## src/rtl/netrecv_pkg.sv

```systemverilog
// constants and types shared by the network receive control block
package netrecv_pkg;

    // clock rate and time bases
    localparam int unsigned CLK_MHZ             = 200;
    localparam int unsigned STEP_MS             = 100;   // response limit step, 0.1 s
    localparam int unsigned STEP_CYCLES         = STEP_MS * 1000 * CLK_MHZ;
    localparam int unsigned EXCHANGE_TIMEOUT_MS = 1000;  // routed link time-out
    localparam int unsigned DEFAULT_LIMIT_MS    = 2000;  // limit code zero on retry link
    localparam logic [7:0]  ROUTED_LIMIT_STEPS  = 8'(EXCHANGE_TIMEOUT_MS / STEP_MS);
    localparam logic [7:0]  DEFAULT_LIMIT_STEPS = 8'(DEFAULT_LIMIT_MS / STEP_MS);

    // control word field positions
    localparam int unsigned VARIANT_BIT = 15;  // second word: 1 retry link, 0 routed
    localparam int unsigned LEVEL_BIT   = 14;  // second word, routed: 1 level 0

    // control word ranges
    localparam logic [15:0] MAX_COUNT_ROUTED = 16'h03E8;
    localparam logic [15:0] MAX_COUNT_RETRY  = 16'h0100;
    localparam logic [7:0]  MAX_NODE_ROUTED  = 8'h7E;
    localparam logic [7:0]  MAX_NODE_RETRY   = 8'h3E;
    localparam logic [7:0]  LIMIT_CODE_DFLT  = 8'h00;
    localparam logic [7:0]  LIMIT_CODE_NONE  = 8'hFF;
    localparam logic [7:0]  REMOTE_PORT      = 8'h00;  // remote source port, routed and retry link
    localparam logic [15:0] DM_LAST_DEFAULT  = 16'h1999;

    // values after reset
    localparam logic        ENABLE_RST = 1'b1;
    localparam logic        ERROR_RST  = 1'b0;
    localparam logic        FAULT_RST  = 1'b0;

    typedef enum logic [2:0] {
        ST_IDLE,
        ST_ISSUE,
        ST_RECEIVE,
        ST_FINISH,
        ST_RELEASE
    } state_t;

endpackage

```

## src/rtl/control_word_check.sv

```systemverilog
// decoding and checking of the three receive control words
`timescale 1ns/100ps
module control_word_check (
    input  wire logic [15:0] ctrl0_i,
    input  wire logic [15:0] ctrl1_i,
    input  wire logic [15:0] ctrl2_i,
    input  wire logic [15:0] dst_word_i,
    input  wire logic [15:0] dst_area_last_i,
    input  wire logic        indirect_i,
    input  wire logic [15:0] indirect_word_i,
    input  wire logic [15:0] dm_last_i,
    input  wire logic        link_present_i,
    output logic             fault_o,
    output logic             retry_o,
    output logic [15:0]      count_o,
    output logic [7:0]       node_o,
    output logic [7:0]       net_o,
    output logic             level0_o,
    output logic [7:0]       unit_port_o,
    output logic [7:0]       limit_steps_o,
    output logic             unlimited_o
);
    logic [3:0]  digit_bad;
    logic [16:0] last_written;
    logic        node_bad;
    logic        count_bad;
    logic        overflow;
    logic        indirect_bad;

    // one decimal digit check per nibble of the indirect pointer
    for (genvar d = 0; d < 4; d++)
    begin : g_bcd
        assign digit_bad[d] = indirect_word_i[4*d +: 4] > 4'h9;
    end

    assign retry_o  = ctrl1_i[netrecv_pkg::VARIANT_BIT];
    assign count_o  = ctrl0_i;
    assign net_o    = retry_o ? 8'h00 : {1'b0, ctrl1_i[6:0]};
    assign level0_o = !retry_o && ctrl1_i[netrecv_pkg::LEVEL_BIT];
    // source node and unit port code
    assign node_o      = ctrl2_i[7:0];
    assign unit_port_o = retry_o ? 8'h00 : ctrl2_i[15:8];

    // response limit; on a retry link zero means two seconds, all ones means none
    always_comb
    begin
        unlimited_o   = 1'b0;
        limit_steps_o = netrecv_pkg::ROUTED_LIMIT_STEPS;
        if (retry_o)
        begin
            unlimited_o   = ctrl1_i[7:0] == netrecv_pkg::LIMIT_CODE_NONE;
            limit_steps_o = (ctrl1_i[7:0] == netrecv_pkg::LIMIT_CODE_DFLT)
                          ? netrecv_pkg::DEFAULT_LIMIT_STEPS : ctrl1_i[7:0];
        end
    end

    assign node_bad  = retry_o ? (node_o > netrecv_pkg::MAX_NODE_RETRY)
                               : (node_o > netrecv_pkg::MAX_NODE_ROUTED);
    assign count_bad = retry_o ? (ctrl0_i > netrecv_pkg::MAX_COUNT_RETRY)
                               : (ctrl0_i > netrecv_pkg::MAX_COUNT_ROUTED);
    // block must end inside the destination area
    assign last_written = {1'b0, dst_word_i} + {1'b0, ctrl0_i} - 17'h0_0001;
    assign overflow     = (dst_word_i > dst_area_last_i)
                       || ((ctrl0_i != 16'h0000) && (last_written > {1'b0, dst_area_last_i}));
    // pointer must be decimal and inside the area
    assign indirect_bad = indirect_i && ((|digit_bad) || (indirect_word_i > dm_last_i));

    // no link unit is a fault too
    assign fault_o = node_bad || count_bad || overflow || indirect_bad || !link_present_i;
endmodule

```

## src/rtl/network_receive_control.sv

```systemverilog
// receive request interpreter: decode, fetch remote block, keep flags
`timescale 1ns/100ps
module network_receive_control #(
    parameter int unsigned STEP_CYCLES = netrecv_pkg::STEP_CYCLES
) (
    input  wire logic        clk_i,
    input  wire logic        resetn_i,
    // program side
    input  wire logic        exec_cond_i,
    input  wire logic        network_receive_request_i,
    input  wire logic [15:0] ctrl0_i,
    input  wire logic [15:0] ctrl1_i,
    input  wire logic [15:0] ctrl2_i,
    input  wire logic [15:0] src_word_i,
    input  wire logic [15:0] dst_word_i,
    input  wire logic [15:0] dst_area_last_i,
    input  wire logic        indirect_i,
    input  wire logic [15:0] indirect_word_i,
    input  wire logic [15:0] dm_last_i,
    input  wire logic        end_of_program_i,
    input  wire logic        service_period_i,
    input  wire logic        link_present_i,
    output logic             completion_enable_o,
    output logic             transfer_error_o,
    output logic             instruction_fault_flag_o,
    // link unit side
    output logic             link_cmd_valid_o,
    input  wire logic        link_cmd_ready_i,
    output logic             link_retry_o,
    output logic [7:0]       link_node_o,
    output logic [7:0]       link_net_o,
    output logic             link_level0_o,
    output logic [7:0]       link_unit_port_o,
    output logic [7:0]       link_remote_port_o,
    output logic [15:0]      link_src_word_o,
    output logic [15:0]      link_count_o,
    input  wire logic        link_rsp_valid_i,
    input  wire logic [15:0] link_rsp_data_i,
    input  wire logic        link_rsp_last_i,
    input  wire logic        link_rsp_error_i,
    output logic             link_ack_o,
    // local memory write port
    output logic             mem_we_o,
    output logic [15:0]      mem_addr_o,
    output logic [15:0]      mem_wdata_o
);
    typedef struct packed {
        netrecv_pkg::state_t state;
        logic                present_meta;
        logic                present_sync;
        logic                enable;
        logic                error;
        logic                fault;
        logic                result_bad;
        logic                retry;
        logic [7:0]          node;
        logic [7:0]          net;
        logic                level0;
        logic [7:0]          unit_port;
        logic [7:0]          remote_port;
        logic [15:0]         src_word;
        logic [15:0]         count;
        logic [15:0]         left;
        logic [15:0]         addr;
        logic                we;
        logic [15:0]         wdata;
        logic                ack;
    } ctl_t;

    ctl_t s_reg;
    ctl_t s_next;

    logic        chk_fault;
    logic        chk_retry;
    logic [15:0] chk_count;
    logic [7:0]  chk_node;
    logic [7:0]  chk_net;
    logic        chk_level0;
    logic [7:0]  chk_unit_port;
    logic [7:0]  chk_limit_steps;
    logic        chk_unlimited;
    logic        accept;
    logic        timer_start;
    logic        timer_stop;
    logic        timed_out;

    initial
    begin
        if (STEP_CYCLES < 1)
            $error("network_receive_control: STEP_CYCLES must be at least one");
    end

    control_word_check u_check (
        .ctrl0_i         (ctrl0_i),
        .ctrl1_i         (ctrl1_i),
        .ctrl2_i         (ctrl2_i),
        .dst_word_i      (dst_word_i),
        .dst_area_last_i (dst_area_last_i),
        .indirect_i      (indirect_i),
        .indirect_word_i (indirect_word_i),
        .dm_last_i       (dm_last_i),
        .link_present_i  (s_reg.present_sync),
        .fault_o         (chk_fault),
        .retry_o         (chk_retry),
        .count_o         (chk_count),
        .node_o          (chk_node),
        .net_o           (chk_net),
        .level0_o        (chk_level0),
        .unit_port_o     (chk_unit_port),
        .limit_steps_o   (chk_limit_steps),
        .unlimited_o     (chk_unlimited)
    );

    // exchange limit runs from command issue to last response
    response_timer #(
        .TICK_CYCLES (STEP_CYCLES)
    ) u_timer (
        .clk_i         (clk_i),
        .resetn_i      (resetn_i),
        .start_i       (timer_start),
        .limit_steps_i (chk_limit_steps),
        .unlimited_i   (chk_unlimited),
        .stop_i        (timer_stop),
        .expired_o     (timed_out)
    );

    // a request counts only with the condition on
    // and only while the enable flag is set
    assign accept      = network_receive_request_i && exec_cond_i
                      && (s_reg.state == netrecv_pkg::ST_IDLE) && s_reg.enable;
    assign timer_start = accept && !chk_fault;
    assign timer_stop  = (s_reg.state == netrecv_pkg::ST_FINISH);

    // next state of the whole controller
    always_comb
    begin
        s_next              = s_reg;
        s_next.present_meta = link_present_i;
        s_next.present_sync = s_reg.present_meta;  // unit presence is a strap pin
        s_next.we           = 1'b0;
        s_next.ack          = 1'b0;
        case (s_reg.state)
            netrecv_pkg::ST_IDLE:
            begin
                if (accept)
                begin
                    // parameter faults abort before any transfer
                    s_next.fault = chk_fault;
                    if (!chk_fault)
                    begin
                        // old error status ends as the transfer starts
                        s_next.error       = 1'b0;
                        // enable drops for the whole exchange
                        s_next.enable      = 1'b0;
                        s_next.result_bad  = 1'b0;
                        s_next.retry       = chk_retry;
                        s_next.node        = chk_node;
                        s_next.net         = chk_net;
                        s_next.level0      = chk_level0;
                        s_next.unit_port   = chk_unit_port;
                        s_next.remote_port = netrecv_pkg::REMOTE_PORT;
                        s_next.src_word    = src_word_i;
                        s_next.count       = chk_count;
                        s_next.left        = chk_count;
                        s_next.addr        = dst_word_i;
                        s_next.state       = netrecv_pkg::ST_ISSUE;
                    end
                end
            end
            netrecv_pkg::ST_ISSUE:
            begin
                // a unit that never takes the command also times out
                if (timed_out)
                begin
                    s_next.result_bad = 1'b1;
                    s_next.state      = netrecv_pkg::ST_FINISH;
                end
                else if (link_cmd_ready_i)
                    s_next.state = netrecv_pkg::ST_RECEIVE;
            end
            netrecv_pkg::ST_RECEIVE:
            begin
                if (timed_out)
                begin
                    s_next.result_bad = 1'b1;
                    s_next.state      = netrecv_pkg::ST_FINISH;
                end
                else if (link_rsp_valid_i)
                begin
                    // write each word in order; surplus never lands
                    if (!link_rsp_error_i && (s_reg.left != 16'h0000))
                    begin
                        s_next.we    = 1'b1;
                        s_next.wdata = link_rsp_data_i;
                        s_next.left  = s_reg.left - 16'h0001;
                    end
                    if (link_rsp_error_i || (s_reg.left == 16'h0000))
                        s_next.result_bad = 1'b1;  // data error
                    // done on the last word, acknowledged in the next cycle
                    if (link_rsp_last_i)
                    begin
                        s_next.ack = 1'b1;
                        if (s_reg.left != 16'h0001 && s_reg.left != 16'h0000)
                            s_next.result_bad = 1'b1;  // short block
                        s_next.state = netrecv_pkg::ST_FINISH;
                    end
                end
            end
            netrecv_pkg::ST_FINISH:
            begin
                // result posted in the link service period
                if (service_period_i)
                begin
                    // error set on failure, cleared on success
                    s_next.error = s_reg.result_bad;
                    s_next.state = netrecv_pkg::ST_RELEASE;
                end
            end
            netrecv_pkg::ST_RELEASE:
            begin
                // enable returns at the next end of program
                if (end_of_program_i)
                begin
                    s_next.enable = 1'b1;
                    s_next.state  = netrecv_pkg::ST_IDLE;
                end
            end
            default:
                s_next.state = netrecv_pkg::ST_IDLE;
        endcase
        // address steps after each written word
        if (s_reg.we)
            s_next.addr = s_reg.addr + 16'h0001;
    end

    // single register stage for all control state
    always_ff @(posedge clk_i or negedge resetn_i)
    begin
        if (!resetn_i)
        begin
            s_reg        <= '0;
            s_reg.state  <= netrecv_pkg::ST_IDLE;
            s_reg.enable <= netrecv_pkg::ENABLE_RST;
            s_reg.error  <= netrecv_pkg::ERROR_RST;
            s_reg.fault  <= netrecv_pkg::FAULT_RST;
        end
        else
            s_reg <= s_next;
    end

    // flag and link outputs straight from the state register
    assign completion_enable_o      = s_reg.enable;
    assign transfer_error_o         = s_reg.error;
    assign instruction_fault_flag_o = s_reg.fault;
    assign link_cmd_valid_o         = (s_reg.state == netrecv_pkg::ST_ISSUE);
    assign link_retry_o             = s_reg.retry;
    assign link_node_o              = s_reg.node;
    assign link_net_o               = s_reg.net;
    assign link_level0_o            = s_reg.level0;
    assign link_unit_port_o         = s_reg.unit_port;
    assign link_remote_port_o       = s_reg.remote_port;
    assign link_src_word_o          = s_reg.src_word;
    assign link_count_o             = s_reg.count;
    assign link_ack_o               = s_reg.ack;

    // memory port; address is the word being written this cycle
    assign mem_we_o    = s_reg.we;
    assign mem_addr_o  = s_reg.addr;
    assign mem_wdata_o = s_reg.wdata;
endmodule

```

## src/rtl/response_timer.sv

```systemverilog
// response time limit counter in 0.1 s steps
`timescale 1ns/100ps
module response_timer #(
    parameter int unsigned TICK_CYCLES = netrecv_pkg::STEP_CYCLES
) (
    input  wire logic       clk_i,
    input  wire logic       resetn_i,
    input  wire logic       start_i,
    input  wire logic [7:0] limit_steps_i,
    input  wire logic       unlimited_i,
    input  wire logic       stop_i,
    output logic            expired_o
);
    typedef struct packed {
        logic [25:0] cyc;
        logic [7:0]  steps;
        logic        running;
        logic        expired;
    } timer_t;

    timer_t t_reg;
    timer_t t_next;

    // the cycle counter within a step is 26 bits wide
    initial
    begin
        if (TICK_CYCLES < 1 || TICK_CYCLES > 67108864)
            $error("response_timer: TICK_CYCLES out of range");
    end

    // load on start, count down whole steps, stop clears
    always_comb
    begin
        t_next = t_reg;
        if (stop_i)
        begin
            t_next.running = 1'b0;
            t_next.expired = 1'b0;
        end
        else if (start_i)
        begin
            t_next.running = !unlimited_i && (limit_steps_i != 8'h00);
            t_next.expired = 1'b0;
            t_next.steps   = limit_steps_i;
            t_next.cyc     = '0;
        end
        else if (t_reg.running)
        begin
            if (t_reg.cyc == 26'(TICK_CYCLES - 1))
            begin
                t_next.cyc = '0;
                if (t_reg.steps <= 8'h01)
                begin
                    t_next.expired = 1'b1;
                    t_next.running = 1'b0;
                end
                else
                    t_next.steps = t_reg.steps - 8'h01;
            end
            else
                t_next.cyc = t_reg.cyc + 26'h0000_001;
        end
    end

    always_ff @(posedge clk_i or negedge resetn_i)
    begin
        if (!resetn_i)
            t_reg <= '0;
        else
            t_reg <= t_next;
    end

    assign expired_o = t_reg.expired;
endmodule

```

## config.mk

```make
export PLATFORM = sky130hd
export DESIGN_NAME = network_receive_control
export DESIGN_NICKNAME = d
export VERILOG_FILES = /design/src/rtl/netrecv_pkg.sv /design/src/rtl/control_word_check.sv /design/src/rtl/network_receive_control.sv /design/src/rtl/response_timer.sv
export SDC_FILE = /design/constraint.sdc
export NUM_CORES = 1
export LEC_CHECK = 0
export BUFFER_PORTS_ARGS = -buffer_cell sky130_fd_sc_hd__buf_2
export CAP_MARGIN = 20
export CORE_MARGIN = 8
export CORE_UTILIZATION = 50
export DETAILED_ROUTE_END_ITERATION = 8
export GPL_TIMING_DRIVEN = 0
export PLACE_DENSITY = 0.74
export SKIP_LAST_GASP = 1
export SYNTH_ARGS = -nofsm -noshare
export SYNTH_HDL_FRONTEND = slang
export SYNTH_HIERARCHICAL = 1
export SYNTH_SLANG_ARGS = --single-unit
```

## constraint.sdc

```tcl
create_clock -name clk_i -period 3.7 [get_ports clk_i]
set_clock_uncertainty 0.15 [all_clocks]
set_input_delay 0.185 -clock clk_i [delete_from_list [all_inputs] [get_ports clk_i]]
set_output_delay 0.185 -clock clk_i [all_outputs]
set_load 0.05 [all_outputs]
```

# Word-level counts from Yosys, hierarchy flattened
# Cells that the tools add are included.
# totals
register_bits	153
out_inout_bits	104
# op_classes
n_addsub	6
magnitude_cmp	12
eq_ne	20
mux	49
bitwise	3
reduce_logical	52
# ops
cell	n
102-bit 2-to-1 mux	1
99-bit 2-to-1 mux	1
16-bit 2-to-1 mux	5
36-bit 2-to-1 mux	2
18-bit 2-to-1 mux	3
16-bit > comparator	2
8-bit 2-to-1 mux	4
16-bit case mux with 2 select lines	1
16-bit nonzero test	2
3-bit 2-to-1 mux	9
26-bit by 1-bit adder with 26-bit output (second input constant)	1
26-bit by 25-bit equality test with 1-bit output (second input constant)	1
26-bit 2-to-1 mux	1
2-bit inequality test (second input constant)	9
16-bit by 16-bit adder with 17-bit output	1
17-bit by 16-bit > comparator with 1-bit output	1
17-bit 2-to-1 mux	1
17-bit by 1-bit subtractor with 17-bit output (second input constant)	1
16-bit by 1-bit adder with 16-bit output (second input constant)	1
16-bit by 10-bit > comparator with 1-bit output (second input constant)	1
16-bit by 9-bit > comparator with 1-bit output (second input constant)	1
4-bit > comparator (second input constant)	4
16-bit zero test	1
16-bit by 1-bit inequality test with 1-bit output (second input constant)	1
other kinds (35)	87

# Depth between registers and ports, before layout
# Gate-level depths: netlist of the first run.
# logic_depth
ltp_word	12
depth_mapped	29
depth_no_buf	26

# Modules after synthesis
# The synthesis of the first run kept the hierarchy.
# modules_own_cells
module	n_inst	cells_per_inst	area_per_inst_um2	seq_area_each_um2
network_receive_control	1	690	6107.1	2929.1
control_word_check	1	403	2802.7	0.0
response_timer	1	231	2114.5	900.9

# Worst setup path before layout of the first run
# Ideal clock, no wire load.
# synth_timing
kind	input to register
start	in ctrl0_i[1]
end	reg u_timer/t_reg[35] in the netlist's numbering
arrival_ps	5387
required_ps	3429
setup_slack_ps	-1958
path_stages	29
path_buffers	3
path_cell_list	inv_1 -> ha_1 -> inv_1 -> ha_1 -> inv_1 -> fa_1 -> nor2b_1 -> o21a_1 -> o21ai_0 -> nand2b_1 -> a21oi_1 -> xnor2_1 -> ha_1 -> and4_1 -> nor3b_1 -> o31ai_1 -> nand4_1 -> a2111o_1 -> nor2b_1 -> nand4_1 -> inv_2 -> buf_2 -> buf_2 -> buf_2 -> o21bai_1 -> nor4_2 -> nand4_1 -> xor2_1 -> nor2_1
# synth_via
elab_chain_len	12
# synth_rtl
element	line_no	text
start: declaration	network_receive_control.sv:11	input wire logic [15:0] ctrl0_i,
16-bit by 16-bit adder with 17-bit output	control_word_check.sv:62	assign last_written = {1'b0, dst_word_i} + {1'b0, ctrl0_i} - 17'h0_0001;
17-bit by 1-bit subtractor with 17-bit output	control_word_check.sv:62	
17-bit by 16-bit > comparator with 1-bit output	control_word_check.sv:64	|| ((ctrl0_i != 16'h0000) && (last_written > {1'b0, dst_area_last_i}));
1-bit logical AND	control_word_check.sv:64	
1-bit logical OR	control_word_check.sv:64	
1-bit logical OR * (3 in a row)	control_word_check.sv:69	assign fault_o = node_bad || count_bad || overflow || indirect_bad || !link_present_i;
via chk_fault	network_receive_control.sv:73	logic chk_fault;
1-bit zero test *	n/a	
1-bit logical AND *	network_receive_control.sv:131	assign timer_start = accept && !chk_fault;
via timer_start	network_receive_control.sv:83	logic timer_start;
2-bit nonzero test (no source line)	n/a	
2-bit AND reduction (no source line)	n/a	
end signal: assignment	response_timer.sv:70	t_reg <= t_next;
end: declaration	response_timer.sv:21	timer_t t_reg;
# The timed path passes the listed nets; every way through them passes the cells marked *.
# A chain may end at the register's enable or synchronous reset.

# Worst setup path after layout of the first run
# layout_timing
start	in ctrl0_i[1]
end	reg u_timer/t_reg[23] in the netlist's numbering
# Same word-level chain as after synthesis.

==> metrics, run 1 <==
Core Area=0.0218 sq mm; FF-to-FF Start=s_reg[120]$_DFF_PN0_; worst path arrival time=4840 ps; Reg area=0.00383 sq mm; max incr delay on CP=470 ps; Vias=11000; # clock sinks=153; H-tree depth=4; flop2flop setup slack=140 ps; setup ws final=-972 ps; Rows=54; first-pass GRT wire length=54.9 mm; Fill cells=1574; Tightest Hold Check Type=primary input to register; Max FO, Critical Path=5; Slowest-stage cell, CP=a2111o_1; vias per cell=5.37; crit start category=primary input; CP Data Required Time=3870 ps; GRT Total Usage=0.253; largest net degree at the start of global routing=111; vias in the first global route=11100; area of the multi-input gates=0.00650 sq mm; Top FF cell, synth=dfrtp_1; highest clock rate=214 MHz; WS Path Type=primary input to register; Total Wirelength=36.6 mm; Peak VDD IR=0.000311 V; Placer Congestion=0.888; WHS Path Cells=4; IO buf count=245; drt first pass iters=6; CTS tree=yes; status=finished, violations left; clk root buf=clkbuf_16; worst r2r path cells=16; count of final setup violators=129; failing checks=negative setup slack; TNS Setup=-78800 ps; clock-pin transition on the worst setup and hold timing paths=60 ps; die width=164 um; TritonCTS buffer count=17; period utilisation layout=1.26; Post-synth EDFFs=0; IO Pins=260; clock latency at the later pin of the worst-skew pair=430 ps; sequential-to-total area share from yosys stat=0.347; design area=0.0163 sq mm; worst-margin pin slew=750 ps; WL/cell=17.8 um; hold endpoint=link_count_o[2]$_DFFE_PN0P_; kind of end point of the critical path=register; grt total ovfl=0; Synth Cell Area=0.0110 sq mm; Power Dens Cells=419 mW/mm^2; Yosys warning count=6; fraction of layout cells with a size suffix above 1=0.394; Max Cap Viol=0; RSZ-0062 raised after global routing=true; Die Footprint=0.0271 sq mm; placed instance area=0.0129 sq mm; Avg Synthesized Cell Area=8.33 sq um; reg-to-reg critical path endpoint=u_timer/t_reg[23]$_DFFE_PN0P_; Nets=2002; clk buf depth=2; Initial Util=0.507; Distinct cells, synth=82; Final Hold Viols=0; Synth Instances=1324; DRT iter0 DRCs=807; Final ANT Viol Nets=0; HPWL Detailed=24.0 mm; fin crit period=4670 ps; max FFs per register=35; Pleak=0.00844 uW; synth-to-layout area growth=47.5%; DRC=0; min-delay src=ctrl0_i[2]; height of the die=164 um; asr flop ratio synth=1.00; initial antenna violation count=5; final total power=6820 uW; Worst slew margin=0.496; synthesized flop and latch total=153; max-slew violations=0
==> critical path: cells and delay by family <==
| kind | cells | cell delay (ps) |
|---|---|---|
| xor gates and xnor gates | 2 | 320 |
| adders and majority gates | 4 | 960 |
| and+or+nand+nor | 8 | 1010 |
| buffers and inverters | 10 | 1060 |
| AOI/OAI and AO/OA | 7 | 1260 |
==> metrics by stage <==
stage | utilization | setup slack, ps | hold slack (ps) | std cells
5_1_grt | 0.747 | -1140 | 8.38 | 2056
3_5_place_dp | 0.591 | -2460 | -37.5 | 1857
2_1_floorplan | - | -1150 | -261 | 1331
4_1_cts | 0.712 | -995 | 11.2 | 2029
3_3_place_gp | 0.589 | -2430 | 184 | 1856
6_report | 0.747 | -972 | 15.7 | 2056
==> per-layer routing <==
metal | track usage | share of wire | vias to the layer above
li1 | - | - | 5257
met1 | 0.304 | 0.39 | 5243
met2 | 0.433 | 0.50 | 442
met3 | 0.0491 | 0.066 | 100
met4 | 0.114 | 0.036 | 2
met5 | 0 | 0.00041 | -
==> cell families after synthesis <==
logic type               after synthesis  synth area share
buffers and inverters                277             0.141
other                                  2          0.000681
multiplexers                          19            0.0183
adder cells (fa/ha/maj)               86            0.0983
AND/OR/NAND/NOR                      542             0.235
XOR/XNOR                              50            0.0397
flip-flops                           153             0.347
AO/OA/AOI/OAI                        195             0.121
==> timing repair <==
| action | 4_1_cts | 5_1_grt |
|---|---|---|
| resized for setup | 179 | 129 |
| buffers inserted | 46 | 21 |
| endpoints found under the hold margin | 167 | 0 |
| hold buffers | 80 | 0 |
| pin swaps | 108 | 71 |
| cloned | 14 | 4 |
| setup endpoints to repair | 129 | 130 |
==> cell usage in the layout, fill, tap and decap left out, types with 8 or more instances in the layout <==
master	Yosys	layout
inv_1	116	104
a21oi_2	0	13
nand3_1	28	21
and4_1	8	8
clkbuf_1	16	8
ha_4	0	10
nor3_1	24	23
nand4_1	33	33
o21ai_1	2	16
nand2_2	0	40
buf_12	0	10
a21o_1	12	12
xnor2_1	26	24
o211ai_1	8	8
dlygate4sd3_1	0	80
clkbuf_16	0	30
dfrtp_1	152	152
buf_4	123	163
mux2i_1	10	10
nand2_4	0	18
nor2b_1	24	23
xor2_1	24	24
inv_2	2	9
conb_1	2	9
buf_6	4	31
nor4_1	10	9
nand2_1	278	220
ha_1	85	74
a21oi_1	43	29
nor2_1	73	64
o21ai_0	45	25
buf_8	0	15
buf_2	14	241
==> synthesized netlist by cell type (5+ instances only) <==
| master | count | share of area |
|---|---|---|
| nand2_1 | 278 | 0.095 |
| dfrtp_1 | 152 | 0.35 |
| buf_4 | 123 | 0.084 |
| inv_1 | 116 | 0.039 |
| ha_1 | 85 | 0.096 |
| nor2_1 | 73 | 0.025 |
| o21ai_0 | 45 | 0.020 |
| a21oi_1 | 43 | 0.020 |
| nand4_1 | 33 | 0.019 |
| nand3_1 | 28 | 0.013 |
| xnor2_1 | 26 | 0.021 |
| nor2b_1 | 24 | 0.014 |
| nor3_1 | 24 | 0.011 |
| xor2_1 | 24 | 0.019 |
| clkbuf_1 | 16 | 0.0054 |
| buf_2 | 14 | 0.0064 |
| a21o_1 | 12 | 0.0082 |
| mux2i_1 | 10 | 0.0091 |
| nor4_1 | 10 | 0.0057 |
| o31ai_1 | 9 | 0.0061 |
| a211oi_1 | 8 | 0.0054 |
| and4_1 | 8 | 0.0064 |
| mux2_2 | 8 | 0.0082 |
| o211ai_1 | 8 | 0.0054 |
| and3_1 | 7 | 0.0040 |
| nand2b_1 | 7 | 0.0040 |
| or3_1 | 7 | 0.0040 |
| a221o_1 | 6 | 0.0054 |
| o21a_1 | 6 | 0.0041 |
| o311ai_0 | 6 | 0.0048 |
| and2_1 | 5 | 0.0028 |
| nor3b_1 | 5 | 0.0034 |
| o21bai_1 | 5 | 0.0034 |
| or4_1 | 5 | 0.0034 |
==> worst max-delay path by stage <==
stage,start,to
6_report,ctrl0_i[1],u_timer/t_reg[23]$_DFFE_PN0P_
5_1_grt,ctrl0_i[1],u_timer/t_reg[8]$_DFFE_PN0P_
4_1_cts,dst_word_i[1],u_timer/t_reg[21]$_DFFE_PN0P_
3_5_place_dp,ctrl0_i[1],u_timer/t_reg[32]$_DFFE_PN0P_
3_3_place_gp,ctrl0_i[0],u_timer/t_reg[31]$_DFFE_PN0P_
2_1_floorplan,dst_word_i[1],u_timer/t_reg[32]$_DFFE_PN0P_
==> cell type report <==
cell class,instances,share of cell area
clock inverter,15,0.00978
timing repair buffer,411,0.193
antenna,3,0.000462
inverter,118,0.0285
tap,280,0.0216
multi-input combinational,901,0.400
sequential,153,0.236
clock buffer,17,0.0262
buffer,158,0.0852
==> report_power, final <==
part,switching [uW],total (uW),internal [uW],leakage (uW)
Combinational,1730,2870,1140,0.00612
Sequential,262,2180,1920,0.00203
Clock,812,1770,954,0.000282
Power figures use the tool's default switching activity.
==> inputs of run 2 (changes only) <==
--- a/config.mk
+++ b/config.mk
@@ -12,6 +12,7 @@
 export DETAILED_ROUTE_END_ITERATION = 8
 export GPL_TIMING_DRIVEN = 0
 export PLACE_DENSITY = 0.74
+export SETUP_SLACK_MARGIN = 0.1
 export SKIP_LAST_GASP = 1
 export SYNTH_ARGS = -nofsm -noshare
 export SYNTH_HDL_FRONTEND = slang
==> run 2 against run 1 <==
  * The run ends with negative hold slack, negative setup slack left
  * Routed wire length hardly changed
  * Worst hold slack lost 17 ps
  * Core utilization fell by 0.30 points
  * Total power hardly changed
  * Critical endpoint is now u_timer/t_reg[35]$_DFFE_PN0P_
  * Largest cell class unchanged
  * Largest power group unchanged
==> metrics, run 2 (synthesized netlist as in run 1, its figures left out) <==
status=finished, violations left; failing checks=negative hold slack, negative setup slack; IO buf count=245 (unchanged); max incr delay on CP=470 ps (about the same); vias in the first global route=11100 (-0.11%); crit start category=primary input; commonest cells after routing, fill and taps aside=241 x buf_2, 231 x nand2_1, 160 x buf_4; highest clock rate=213 MHz (-0.49%); Hold Slack=-1.80 ps (-17.5 ps); Fill cells=1577 (+0.19%); height of the die=164 um (unchanged); Max Cap Viol=0 (unchanged); Slowest-stage cell, CP=a2111o_1; FF-to-FF Start=s_reg[120]$_DFF_PN0_; # clock sinks=153 (unchanged); CTS tree=yes; design area=0.0162 sq mm (-0.40%); reg-to-reg critical path endpoint=u_timer/t_reg[35]$_DFFE_PN0P_; flop2flop setup slack=120 ps (-20 ps); vias per cell=5.39 (+0.35%); fraction of layout cells with a size suffix above 1=0.388 (-0.00633); largest net degree at the start of global routing=111 (unchanged); setup ws final=-995 ps (-23.0 ps); worst-margin pin slew=769 ps (+18.9 ps); worst r2r path cells=16 (unchanged); Initial Util=0.507 (unchanged); fin cells=2055 (-0.049%); clock latency at the later pin of the worst-skew pair=430 ps (about the same); Peak VDD IR=0.000311 V (about the same); synth-to-layout area growth=46.9%; clock-pin transition on the worst setup and hold timing paths=70 ps (about the same); Rows=54 (unchanged); dpl ws=-2460 ps (unchanged); max FFs per register=35 (unchanged); Final Hold Viols=1 (+1); clk root buf=clkbuf_16; Placer Congestion=0.888 (unchanged); WS Path Type=primary input to register; Die Footprint=0.0271 sq mm (unchanged); clk buf depth=2 (unchanged); crit path to=u_timer/t_reg[35]$_DFFE_PN0P_; RSZ-0062 raised after global routing=true; kind of end point of the critical path=register; Total Wirelength=36.6 mm (about the same); Pleak=0.00841 uW (-0.35%); TNS Setup=-81160 ps (-2360 ps); TritonCTS buffer count=17 (unchanged); IO Pins=260 (unchanged); Max FO, Critical Path=5 (unchanged); Tightest Hold Check Type=primary input to register; fin crit period=4690 ps (+23.0 ps); Final ANT Viol Nets=0 (unchanged); HPWL Detailed=24.0 mm (unchanged); first-pass GRT wire length=55.1 mm (+0.41%); DP Cell Count=1857 (unchanged); die width=164 um (unchanged); count of final setup violators=129 (unchanged); GRT Total Usage=0.254 (+0.000745); Power Dens Cells=421 mW/mm^2 (+0.41%); placed instance area=0.0129 sq mm (unchanged); Worst slew margin=0.483 (-0.0127); grt total ovfl=0 (unchanged); DRT iter0 DRCs=762 (-5.6%); Vias=11100 (+0.30%); Core Area=0.0218 sq mm (unchanged); WHS Path Cells=4 (unchanged); drt first pass iters=7 (+1); period utilisation layout=1.27 (+0.00622); CP Data Required Time=3870 ps (about the same); DRC=0 (unchanged); Nets=2000 (-0.10%); max-slew violations=0 (unchanged); H-tree depth=4 (unchanged); crit path from=ctrl0_i[1]; initial antenna violation count=6 (+1); WL/cell=17.8 um (about the same); worst path arrival time=4870 ps (+30 ps); commonest non-fill, non-tap cell in the layout=buf_2
## run 2: metrics by stage
| step | power [uW] | utilization | hold slack (ps) |
|---|---|---|---|
| floorplan | 4130 | - | -261 |
| global placement | 4700 | 0.589 | 184 |
| detailed placement | 4770 | 0.591 | -37.5 |
| CTS | 6680 | 0.712 | 11.2 |
| global route | 7190 | 0.744 | 13.6 |
| finish | 6820 | 0.744 | -1.80 |
## run 2: report_power, final
group          leakage [uW]  total, uW  switching, uW  internal, uW
registers           0.00203       2180            261          1920
logic               0.00609       2870           1730          1140
clock network      0.000282       1770            813           955
total               0.00841       6820           2800          4010
## run 2: layout make-up
cell class,count,area (sq um),share of cell area
plain buffers,159,1410,0.0871
diodes,4,10.0,0.000618
repair buffers,408,3100,0.191
inverters,118,463,0.0286
flip-flops and latches,153,3830,0.237
clock buffers,17,425,0.0263
multi-input cells,901,6450,0.398
clock inverters,15,159,0.00981
well taps,280,350,0.0216
## run 2: worst min path at each step
stage	endpoint	slack (ps)	startpoint
5_1_grt	mem_addr_o[13]$_DFFE_PN0P_	10	dst_word_i[13]
2_1_floorplan	instruction_fault_flag_o$_DFFE_PN0P_	-260	resetn_i
3_5_place_dp	u_timer/t_reg[15]$_DFFE_PN0P_	-40	resetn_i
4_1_cts	mem_addr_o[13]$_DFFE_PN0P_	10	dst_word_i[13]
6_report	link_count_o[2]$_DFFE_PN0P_	-2	ctrl0_i[2]
3_3_place_gp	s_next[120]$_DFF_PN0_	180	link_present_i
## run 2: worst max-delay path, delay by kind of cell
kind	cells	cell delay, ps
fa+ha+maj	4	960
buf+inv	10	1020
simple gates	8	1060
xor+xnor	2	340
compound gates	7	1260
## run 2: what timing repair did
item / 4_1_cts / 5_1_grt
setup buffers: 46 / 17
hold buffers: 80 / 0
setup endpoints to repair: 130 / 131
pin swaps: 108 / 55
hold endpoints to repair: 167 / 0
gates resized for setup: 179 / 111
cloned: 14 / 4
## run 2: metal layers
layer,track usage,vias to the layer above,wire length [um]
li1,-,5254,-
met1,0.305,5310,14600
met2,0.437,419,18500
met3,0.0449,92,2200
met4,0.115,2,1250
met5,0,-,15
